## src/verilog/ecu_pkg.sv

```systemverilog
// package for the edge capture unit: register layout, codes and sizes
`default_nettype none
package ecu_pkg;
  localparam int unsigned ADDR_W = 4;
  localparam int unsigned DATA_W = 16;
  localparam int unsigned FIFO_DEPTH = 4;
  localparam int unsigned PTR_W = 2;
  localparam int unsigned CNT_W = 3;
  // register offsets
  localparam logic [ADDR_W-1:0] CTRL_OFS = 4'h0;
  localparam logic [ADDR_W-1:0] BUF_OFS = 4'h1;
  // control field positions
  localparam int unsigned IDLE_BIT = 13;
  localparam int unsigned TSEL_LSB = 10;
  localparam int unsigned CPI_LSB = 5;
  localparam int unsigned OVF_BIT = 4;
  localparam int unsigned BNE_BIT = 3;
  localparam int unsigned MODE_LSB = 0;
  localparam logic [DATA_W-1:0] CTRL_RESET = 16'h0000;
  localparam logic [DATA_W-1:0] CTRL_WMASK = 16'h3C67;
  // prescaler counts
  localparam logic [3:0] PRE4_LAST = 4'h3;
  localparam logic [3:0] PRE16_LAST = 4'hF;
  localparam logic [3:0] ZERO4 = 4'h0;
  localparam logic [3:0] ONE4 = 4'h1;
  localparam logic [1:0] ONE2 = 2'h1;
  localparam logic [PTR_W-1:0] ONE_PTR = 2'h1;
  localparam logic [CNT_W-1:0] ONE_CNT = 3'h1;
  localparam logic [CNT_W-1:0] FULL_CNT = 3'h4;
  localparam logic [DATA_W-1:0] ONE_TB = 16'h0001;

  typedef enum logic [2:0] {
    MODE_OFF = 3'h0, MODE_BOTH = 3'h1, MODE_RISE = 3'h2, MODE_FALL = 3'h3,
    MODE_PRE4 = 3'h4, MODE_PRE16 = 3'h5, MODE_UNUSED = 3'h6, MODE_WAKE = 3'h7
  } ecu_mode_type;

  typedef enum logic [2:0] {
    TSEL_T3 = 3'h0, TSEL_T2 = 3'h1, TSEL_T4 = 3'h2, TSEL_T5 = 3'h3,
    TSEL_T1 = 3'h4, TSEL_RSV5 = 3'h5, TSEL_RSV6 = 3'h6, TSEL_PER = 3'h7
  } ecu_tsel_type;

  // timer clock enables, each a one-cycle tick synchronous to clk_i
  typedef struct packed {
    logic timer_one_clock;
    logic timer_two_clock;
    logic timer_three_clock;
    logic timer_four_clock;
    logic timer_five_clock;
  } ecu_ticks_type;

  // software register port
  typedef struct packed {
    logic [ADDR_W-1:0] addr;
    logic [DATA_W-1:0] wdata;
    logic wr;
    logic rd;
  } ecu_bus_type;

  // cpu power state
  typedef struct packed {
    logic idle;
    logic sleep;
  } ecu_power_type;
endpackage : ecu_pkg
`default_nettype wire

```

## src/verilog/ecu_timebase.sv

```systemverilog
// edge capture unit: 16-bit time base with clock source selection
`default_nettype none
module ecu_timebase
(
  input wire logic clk_i,
  input wire logic rst_b_i,
  input wire logic run_i,
  input wire ecu_pkg::ecu_tsel_type tsel_i,
  input wire ecu_pkg::ecu_ticks_type ticks_i,
  output logic [ecu_pkg::DATA_W-1:0] count_o
);
  import ecu_pkg::*;
  logic [DATA_W-1:0] count_ff;
  logic [DATA_W-1:0] nxt_count;
  logic tick;

  // choose the counting source
  always_comb
  begin
    case (tsel_i)
      TSEL_T5: tick = ticks_i.timer_five_clock;
      TSEL_T4: tick = ticks_i.timer_four_clock;
      TSEL_T2: tick = ticks_i.timer_two_clock;
      TSEL_T3: tick = ticks_i.timer_three_clock;
      TSEL_T1: tick = ticks_i.timer_one_clock; // sync form only
      TSEL_PER: tick = 1'b1; // peripheral clock, every cycle
      default: tick = 1'b0; // reserved codes stop the count
    endcase
    nxt_count = count_ff;
    if (run_i && tick)
    begin
      nxt_count = count_ff + ONE_TB;
    end
  end

  // count register
  always_ff @(posedge clk_i or negedge rst_b_i)
  begin
    if (!rst_b_i)
      count_ff <= '0;
    else
      count_ff <= nxt_count;
  end

  assign count_o = count_ff;
endmodule // ecu_timebase
`default_nettype wire

```

## src/verilog/ecu_fifo.sv

```systemverilog
// edge capture unit: four-entry capture buffer
`default_nettype none
module ecu_fifo
(
  input wire logic clk_i,
  input wire logic rst_b_i,
  input wire logic clear_i,
  input wire logic push_i,
  input wire logic [ecu_pkg::DATA_W-1:0] push_data_i,
  input wire logic pop_i,
  output logic [ecu_pkg::DATA_W-1:0] head_o,
  output logic empty_o,
  output logic full_o
);
  import ecu_pkg::*;
  logic [DATA_W-1:0] mem_ff [FIFO_DEPTH];
  logic [DATA_W-1:0] nxt_mem [FIFO_DEPTH];
  logic [PTR_W-1:0] wp_ff, rp_ff, nxt_wp, nxt_rp;
  logic [CNT_W-1:0] cnt_ff, nxt_cnt;
  logic do_push, do_pop;

  assign empty_o = (cnt_ff == '0);
  assign full_o = (cnt_ff == FULL_CNT);
  assign do_push = push_i && !full_o;
  assign do_pop = pop_i && !empty_o;

  // pointer and count update
  always_comb
  begin
    nxt_wp = wp_ff;
    nxt_rp = rp_ff;
    nxt_cnt = cnt_ff;
    if (clear_i)
    begin
      nxt_wp = '0;
      nxt_rp = '0;
      nxt_cnt = '0;
    end
    else
    begin
      if (do_push)
        nxt_wp = wp_ff + ONE_PTR;
      if (do_pop)
        nxt_rp = rp_ff + ONE_PTR;
      if (do_push && !do_pop)
        nxt_cnt = cnt_ff + ONE_CNT;
      else if (do_pop && !do_push)
        nxt_cnt = cnt_ff - ONE_CNT;
    end
  end

  // storage, one entry per slot
  for (genvar g = 0; g < FIFO_DEPTH; g++)
  begin : g_slot
    always_comb
    begin
      nxt_mem[g] = mem_ff[g];
      if (do_push && !clear_i && wp_ff == PTR_W'(g))
        nxt_mem[g] = push_data_i;
    end
    always_ff @(posedge clk_i or negedge rst_b_i)
    begin
      if (!rst_b_i)
        mem_ff[g] <= '0;
      else
        mem_ff[g] <= nxt_mem[g];
    end
  end

  // pointer registers
  always_ff @(posedge clk_i or negedge rst_b_i)
  begin
    if (!rst_b_i)
    begin
      wp_ff <= '0;
      rp_ff <= '0;
      cnt_ff <= '0;
    end
    else
    begin
      wp_ff <= nxt_wp;
      rp_ff <= nxt_rp;
      cnt_ff <= nxt_cnt;
    end
  end

  assign head_o = mem_ff[rp_ff];
endmodule // ecu_fifo
`default_nettype wire

```

## src/verilog/ecu_top.sv

```systemverilog
// edge capture unit: control register, edge detection, prescaler, interrupt
//
// Design decisions made here: the register addresses and the address-and-strobe port.
`default_nettype none
module ecu_top
(
  input wire logic clk_i,
  input wire logic rst_b_i,
  input wire ecu_pkg::ecu_bus_type bus_i,
  output logic [ecu_pkg::DATA_W-1:0] rdata_o,
  input wire ecu_pkg::ecu_ticks_type ticks_i,
  input wire ecu_pkg::ecu_power_type power_i,
  input wire logic capture_pin_i,
  output logic irq_o
);
  import ecu_pkg::*;

  logic [DATA_W-1:0] ctrl_ff, nxt_ctrl;
  logic ovf_ff, nxt_ovf;
  logic pin_ff, nxt_pin;
  logic [3:0] pre_ff, nxt_pre;
  logic [1:0] cpi_cnt_ff, nxt_cpi_cnt;
  logic irq_ff, nxt_irq;
  logic [DATA_W-1:0] rdata_ff, nxt_rdata;
  ecu_mode_type mode;
  ecu_tsel_type tsel;
  logic [1:0] cpi;
  logic idle_halt, halted, run, rise, fall, cap_ev, wake_ev;
  logic [DATA_W-1:0] tb_count, head;
  logic fifo_empty, fifo_full, pop, push;
  logic [DATA_W-1:0] status_view;

  // field views of the control register
  assign mode = ecu_mode_type'(ctrl_ff[MODE_LSB +: 3]);
  assign tsel = ecu_tsel_type'(ctrl_ff[TSEL_LSB +: 3]);
  assign cpi = ctrl_ff[CPI_LSB +: 2];
  assign idle_halt = ctrl_ff[IDLE_BIT];

  // channel runs unless off, unused, wake-only, halted in idle, or the cpu sleeps
  assign halted = idle_halt && power_i.idle;
  assign run = !halted && !power_i.sleep && (mode != MODE_OFF)
    && (mode != MODE_UNUSED) && (mode != MODE_WAKE);

  // pin edge detection
  assign nxt_pin = capture_pin_i;
  assign rise = capture_pin_i && !pin_ff;
  assign fall = !capture_pin_i && pin_ff;

  // capture event by mode, with rising-edge prescaler
  always_comb
  begin
    nxt_pre = pre_ff;
    cap_ev = 1'b0;
    if (run)
    begin
      case (mode)
        MODE_BOTH: cap_ev = rise || fall;
        MODE_RISE: cap_ev = rise;
        MODE_FALL: cap_ev = fall;
        MODE_PRE4:
        begin
          if (rise)
          begin
            cap_ev = (pre_ff >= PRE4_LAST);
            nxt_pre = cap_ev ? ZERO4 : pre_ff + ONE4;
          end
        end
        MODE_PRE16:
        begin
          if (rise)
          begin
            cap_ev = (pre_ff == PRE16_LAST);
            nxt_pre = pre_ff + ONE4;
          end
        end
        default: cap_ev = 1'b0;
      endcase
    end
    else
    begin
      nxt_pre = ZERO4;
    end
  end

  // wake pin: rising edges only, only in sleep or idle
  assign wake_ev = (mode == MODE_WAKE) && rise && (power_i.sleep || power_i.idle);

  assign push = cap_ev;
  assign pop = bus_i.rd && (bus_i.addr == BUF_OFS);

  // interrupt divider and overflow flag
  always_comb
  begin
    nxt_cpi_cnt = cpi_cnt_ff;
    nxt_irq = 1'b0;
    nxt_ovf = ovf_ff;
    if (!run)
      nxt_cpi_cnt = '0;
    if (wake_ev)
      nxt_irq = 1'b1;
    else if (cap_ev && fifo_full)
      nxt_ovf = 1'b1; // dropped capture, no interrupt
    else if (cap_ev && mode == MODE_BOTH)
      nxt_irq = 1'b1; // divider ignored
    else if (cap_ev)
    begin
      if (cpi_cnt_ff == cpi)
      begin
        nxt_irq = 1'b1;
        nxt_cpi_cnt = '0;
      end
      else
        nxt_cpi_cnt = cpi_cnt_ff + ONE2;
    end
    if (mode == MODE_OFF)
      nxt_ovf = 1'b0; // turning off clears the buffer state
  end

  // control register write and read data
  assign status_view = {ctrl_ff[DATA_W-1:OVF_BIT+1], ovf_ff, !fifo_empty, ctrl_ff[BNE_BIT-1:0]};
  always_comb
  begin
    nxt_ctrl = ctrl_ff;
    if (bus_i.wr && bus_i.addr == CTRL_OFS)
      nxt_ctrl = bus_i.wdata & CTRL_WMASK;
    nxt_rdata = '0;
    if (bus_i.rd)
    begin
      if (bus_i.addr == CTRL_OFS)
        nxt_rdata = status_view & (CTRL_WMASK | (ONE_TB << OVF_BIT) | (ONE_TB << BNE_BIT));
      else if (bus_i.addr == BUF_OFS)
        nxt_rdata = head; // oldest capture, empty reads the stale slot at the read pointer
      else
        nxt_rdata = '0;
    end
  end

  // state registers
  always_ff @(posedge clk_i or negedge rst_b_i)
  begin
    if (!rst_b_i)
    begin
      ctrl_ff <= CTRL_RESET;
      ovf_ff <= 1'b0;
      pin_ff <= 1'b0;
      pre_ff <= '0;
      cpi_cnt_ff <= '0;
      irq_ff <= 1'b0;
      rdata_ff <= '0;
    end
    else
    begin
      ctrl_ff <= nxt_ctrl;
      ovf_ff <= nxt_ovf;
      pin_ff <= nxt_pin;
      pre_ff <= nxt_pre;
      cpi_cnt_ff <= nxt_cpi_cnt;
      irq_ff <= nxt_irq;
      rdata_ff <= nxt_rdata;
    end
  end

  assign rdata_o = rdata_ff;
  assign irq_o = irq_ff;

  // time base
  ecu_timebase u_tb
  (
    .clk_i(clk_i),
    .rst_b_i(rst_b_i),
    .run_i(run),
    .tsel_i(tsel),
    .ticks_i(ticks_i),
    .count_o(tb_count)
  );

  // capture buffer, flushed while the channel is off
  ecu_fifo u_fifo
  (
    .clk_i(clk_i),
    .rst_b_i(rst_b_i),
    .clear_i(mode == MODE_OFF),
    .push_i(push),
    .push_data_i(tb_count),
    .pop_i(pop),
    .head_o(head),
    .empty_o(fifo_empty),
    .full_o(fifo_full)
  );
endmodule // ecu_top
`default_nettype wire

```

## config.mk

```make
export PLATFORM = sky130hd
export DESIGN_NAME = ecu_top
export DESIGN_NICKNAME = d
export VERILOG_FILES = /design/src/verilog/ecu_pkg.sv /design/src/verilog/ecu_timebase.sv /design/src/verilog/ecu_fifo.sv /design/src/verilog/ecu_top.sv
export SDC_FILE = /design/constraint.sdc
export NUM_CORES = 1
export LEC_CHECK = 0
export ABC_CLOCK_PERIOD_IN_PS = 3400
export BUFFER_PORTS_ARGS = -buffer_cell sky130_fd_sc_hd__buf_2
export CORE_ASPECT_RATIO = 1.25
export CORE_MARGIN = 3
export CORE_UTILIZATION = 40
export CTS_BUF_LIST = sky130_fd_sc_hd__clkbuf_4 sky130_fd_sc_hd__clkbuf_8
export DETAILED_ROUTE_END_ITERATION = 6
export PLACE_DENSITY = 0.66
export REMOVE_ABC_BUFFERS = 1
export SLEW_MARGIN = 20
export SYNTH_ARGS = -nofsm -noshare
export SYNTH_HDL_FRONTEND = slang
export SYNTH_SLANG_ARGS = --single-unit
```

## constraint.sdc

```tcl
create_clock -name clk_i -period 3.4 [get_ports clk_i]
set_input_delay 0.17 -clock clk_i [delete_from_list [all_inputs] [get_ports clk_i]]
set_output_delay 0.17 -clock clk_i [all_outputs]
set_load 0.01 [all_outputs]
```

Yosys cells after proc, flatten, opt, wreduce, memory -nomap -nowiden
Cells that the tools add are included.

storage, ports and cells
  bits of input ports = 32
  bits in registers = 121
  output and inout bits = 17
  word-level logic and storage cells = 132

operators by class
  bitwise logic cells = 1
  reductions and logical operators = 46
  add/sub/neg operators = 7
  equality and inequality tests = 24
  magnitude comparators = 2
  multiplexer cells = 37

operators with widths
  operator               count
  $mux 16                5
  $bmux 16 s2            1
  $logic_and 1x1->1      23
  $mux 2                 10
  $eq 3x3->1 const B     6
  $add 16x1->16 const B  1
  $mux 4                 4
  $ne 3x3->1 const B     5
  $eq 3x2->1 const B     4
  $mux 1                 11
  $logic_not 1->1        9
  $logic_not 3->1        3
  $mux 3                 3
  $pmux 4 s2             1
  $add 2x1->2 const B    3
  $eq 3x1->1 const B     2
  $pmux 1 s6             1
  $reduce_bool 2->1      3
  $reduce_bool 3->1      2
  $pmux 1 s5             1
  $add 4x1->4 const B    1
  $eq 2x2->1 const B     2
  $eq 4x1->1 const B     1
  $eq 4x4->1 const B     1
  13 further kinds       14

Longest topological paths before layout
  depth after elaboration = 13
  mapped depth = 12
  mapped depth without buffers = 12

Hierarchy
From an unflattened synthesis, not the netlist that was laid out.

unflattened totals
  cells, all modules = 417
  area total of the unflattened synthesis = 5914.4 um^2

modules (own cells, without submodules)
  module        instances  cells an instance  area an instance (um^2)
  ecu_fifo      1          204                3447.1
  ecu_top       1          144                1629.1
  ecu_timebase  1          69                 838.3

Least setup slack after synthesis
Ideal clock, no wire load.

  path kind = flip-flop to flip-flop
  from = reg ctrl_ff[2]
  to = reg u_fifo.cnt_ff[2]
  required time = 3.323 ns
  path slack = 0.800 ns
  clock period less this slack = 2.600 ns
  cell stages (with the launch flop) = 13
  data arrival time = 2.522 ns
  setup time = 0.077 ns
  cell sequence = dfrtp_1 -> buf_6 -> nor3_2 -> or3_1 -> buf_6 -> a21oi_2 -> nand2_2 -> inv_4 -> ha_1 -> fa_1 -> xnor2_1 -> or3_1 -> a21oi_1

between the ends
  word-level cells in the longest chain between the ends = 9
  elaborated cells on any way between the ends = 21
  classes of those cells = eq/ne: 7; mux: 4; reduce/logical: 10

ends and longest elaborated chain
  what                                                                line            text
  from (decl)                                                         ecu_top.sv:18   logic [DATA_W-1:0] ctrl_ff, nxt_ctrl;
  from (signal assigned)                                              ecu_top.sv:153  ctrl_ff <= nxt_ctrl;
  parallel branches: the longest is 9 deep, another holds $pmux 1 s5  --
  to (signal assigned)                                                ecu_fifo.sv:83  cnt_ff <= nxt_cnt;
  to (decl)                                                           ecu_fifo.sv:19  logic [CNT_W-1:0] cnt_ff, nxt_cnt;

Parallel ways; which one is timed is not known.
A chain may end at the register's enable or synchronous reset.

Worst setup path in the final report
  from = reg ctrl_ff[1]
  to = reg u_fifo.cnt_ff[2]

Same word-level chain as after synthesis.

==> impl_metrics.yaml <==
clocking:
  cts_hold_buf: 12
  clk_pin_slew_ns: 0.06
  clkLatencyLatePin_ns: 0.42
  clk_root_buffer_cell: "clkbuf_8"
  cts_max_level: 4
  clock_path_buffers: 2
  clock_sink_count: 121
  clock_tree_from_tritoncts: "built"
  postCtsSetupRepairBufs: 0
  numCtsBuffers: 17
  post_cts.resized_instances: 0
global_route:
  grt_start_max_net_pins: 64
  grt_remaining_overflow: 0
  vias_in_the_first_global_route: 3679
  grt_pass1_wl_um: 18900
  grt_antenna_before_repair: 0
  global_route.usage.total_pct: 15.1
place:
  finalWeightedCongestion: 0.778
  post-place-ws_ns: 0.630
  detailed_place_hpwl_um: 7350
  place_area_sq_um: 6080
  numPortBuffers: 41
critical_path:
  critical-path-top-delay-family: "simple AND/OR/NAND/NOR gates"
  critPathSlowestCell: "dfrtp_1"
  critical_path.cell_chain: "a22o_1 > or3_1 > a21oi_2 > nand2_2 > inv_4 > ha_1 > fa_1 > xnor2_1 > or3_1 > a21oi_1"
  setup.worst_path.class: "reg2reg"
  worst-path-max-fanout: 12
  critical_path.max_stage_delay_ns: 0.52
  critPathArrivalTime_ns: 3.11
  critical_path.endpoint_type: "flip-flop"
  timing.critical_path.required_ns: 3.74
  start_kind: "flip-flop"
  critPathMostFrequentCell: "or3_1"
  critical_path.n_buffers_inverters: 1
cells_and_area:
  post-route-util_pct: 47.4
  fillerInstances: 1216
  layout_overhead_on_the_synthesized_area_pct: 15.4
  insertedDiodeCount: 0
  highest_count_cells_in_the_layout_ignoring_fill_and_taps: "121 x dfrtp_1, 40 x mux2_4, 40 x buf_2"
  layout_commonest_cell: "dfrtp_1"
  finalNetCount: 512
  final_layout_size_suffix_gt1_share_pct: 37.8
  final_design_area_no_fill_sq_um: 6610
power:
  p_per_area_nw_per_um2: 567
  vdd.ir_drop.worst_uv: 329
  power.static_leakage_nw: 3.32
  design_power_total_mw: 3.75
synth:
  postSynth.topFlopCell: "dfrtp_1"
  yosysUniqueCellTypes: 48
  post_syn_area_per_cell_sq_um: 14.0
  synthesis.instances: 410
  yosys_warnings: 0
  synth-seq-area-share_pct: 52.9
  synth_cell_area_sq_um: 5730
  synthArstFlopShare_pct: 100
  synth_enable_flop_cells: 0
  postSynthRegisterBits: 121
floorplanning:
  width_of_the_chip_um: 113
  die_area_sq_um: 15800
  fp-row-count: 48
  core-area_sq_um: 13900
  number_of_top_level_pins: 49
  fp.dieH_um: 140
  start_util_pct: 41.1
timing:
  setup_viol_count_final: 0
  worst_slew_pin_slew_ns: 0.951
  clock_period_minus_final_worst_setup_slack_ns: 2.77
  setup-tns-final_ns: 0
  clock_skew_ns: 0.0102
  maxClockFrequency_ghz: 0.361
  hold_viol: 0
  postLayoutSetupSlackWorst_ns: 0.627
  unrepaired_setup_endpoints_after_global_routing: "false"
  timing.final.max_slew_violations: 0
  finalCritPeriodShare_pct: 81.5
  max_slew_margin_vs_limit_pct: 36.6
route:
  overall_routed_net_length_um: 11100
  drt-pass1-iter-count: 4
  vias: 3380
  ant_nets: 0
  routed_via_density: 5.15
  drc_errors: 0
  routed_wire_length_per_instance_um: 16.9
  dr_iter_0_viols: 225
min_path:
  holdCritPathClass: "in2reg"
status:
  run_status: "completed"
job:
  drv.max_cap_violation_count: 0
metrics by stage:
step                      hold slack [ns]  cells
after detailed placement            0.313    614
after CTS                         0.00284    656
after global routing               0.0410    656
after global placement              0.303    614
final                              0.0394    656
after floorplan                    -0.126    393
worst paths after layout:
kind,from,endpoint,slack (ns),cells past startpoint
max in group asynchronous,rst_b_i,rdata_o[4]$_DFF_PN0_,2.20,3
max reg2reg,ctrl_ff[1]$_DFFE_PN0P_,u_fifo.cnt_ff[2]$_DFFE_PN0P_,0.63,10
min reg2reg,u_fifo.mem_ff[19]$_DFFE_PN0P_,u_fifo.mem_ff[19]$_DFFE_PN0P_,0.50,1
min in group asynchronous,rst_b_i,u_fifo.mem_ff[47]$_DFFE_PN0P_,0.38,2
min,power_i[1],irq_o$_DFF_PN0_,0.04,3
max,ctrl_ff[1]$_DFFE_PN0P_,u_fifo.cnt_ff[2]$_DFFE_PN0P_,0.63,10
final cells by class:
class,count,area [sq um],share of cell area (%)
clock inverter,8,120,1.82
timing repair buffer,58,378,5.72
sequential,121,3030,45.8
clock buffer,22,290,4.39
inverter,15,58.8,0.890
multi-input combinational,257,2510,38.0
tap,175,219,3.31
routing by layer:
layer | wire length (um) | global-route usage (%) | vias to the layer above | part of all wire (%)
met1 | 4910 | 19.0 | 1739 | 44
met2 | 5710 | 25.7 | 48 | 52
met5 | 0 | 0 | - | 0
met4 | 148 | 5.19 | 0 | 1.3
li1 | - | - | 1583 | -
met3 | 315 | 3.04 | 10 | 2.8
state kept, by name, summed over array words and instances, names as in the netlist:
name	count
u_fifo.cnt_ff	3
u_tb.count_o	16
irq_o	1
ovf_ff	1
pre_ff	4
ctrl_ff	9
cpi_cnt_ff	2
u_fifo.rp_ff	2
u_fifo.wp_ff	2
pin_ff	1
u_fifo.mem_ff	64
rdata_o	16
power breakdown:
group	switching (mW)	internal (mW)
sequential	0.177	1.59
combinational	0.315	0.334
clock	0.539	0.788
synth_stat cells, types with 2 or more instances:
cell | number | area [sq um]
buf_2 | 2 | 10.0
mux2i_1 | 10 | 100
mux2_4 | 40 | 601
clkbuf_1 | 6 | 22.5
nand4_1 | 4 | 25.0
nor2b_1 | 3 | 18.8
nor2_1 | 26 | 97.6
xor2_1 | 15 | 131
nand3b_1 | 2 | 15.0
nor3_2 | 2 | 20.0
inv_1 | 14 | 52.6
nor3_1 | 7 | 35.0
xnor2_1 | 6 | 52.6
mux4_2 | 16 | 360
a311o_1 | 2 | 20.0
dfrtp_1 | 121 | 3030
nor4_1 | 5 | 31.3
and2_1 | 5 | 31.3
nand2_4 | 4 | 45.0
a21oi_1 | 14 | 70.1
mux2_2 | 35 | 394
or3_1 | 4 | 25.0
ha_1 | 9 | 113
or3b_2 | 2 | 17.5
nor3b_1 | 3 | 22.5
buf_6 | 8 | 90.1
a31oi_1 | 2 | 12.5
nand2_1 | 12 | 45.0
o21ai_0 | 6 | 30.0
nand3_1 | 6 | 30.0
o22ai_1 | 2 | 12.5
kinds of logic after synthesis:
| logic type | share of synthesized area [%] |
|---|---|
| XOR/XNOR | 3.21 |
| multiplexers | 25.4 |
| flip-flops | 52.9 |
| AND/OR/NAND/NOR | 9.22 |
| AO/OA/AOI/OAI | 3.74 |
| buffers and inverters | 3.23 |
| adder cells (fa/ha/maj) | 2.32 |
worst reg2reg max path: stages (launching register included):
cell and delay (ns):
dfrtp_1 0.52, a22o_1 0.28, or3_1 0.48, a21oi_2 0.22, nand2_2 0.10, inv_4 0.15, ha_1 0.22, fa_1 0.19
xnor2_1 0.08, or3_1 0.31, a21oi_1 0.16
No activity file was read; power rests on OpenSTA's default activity.
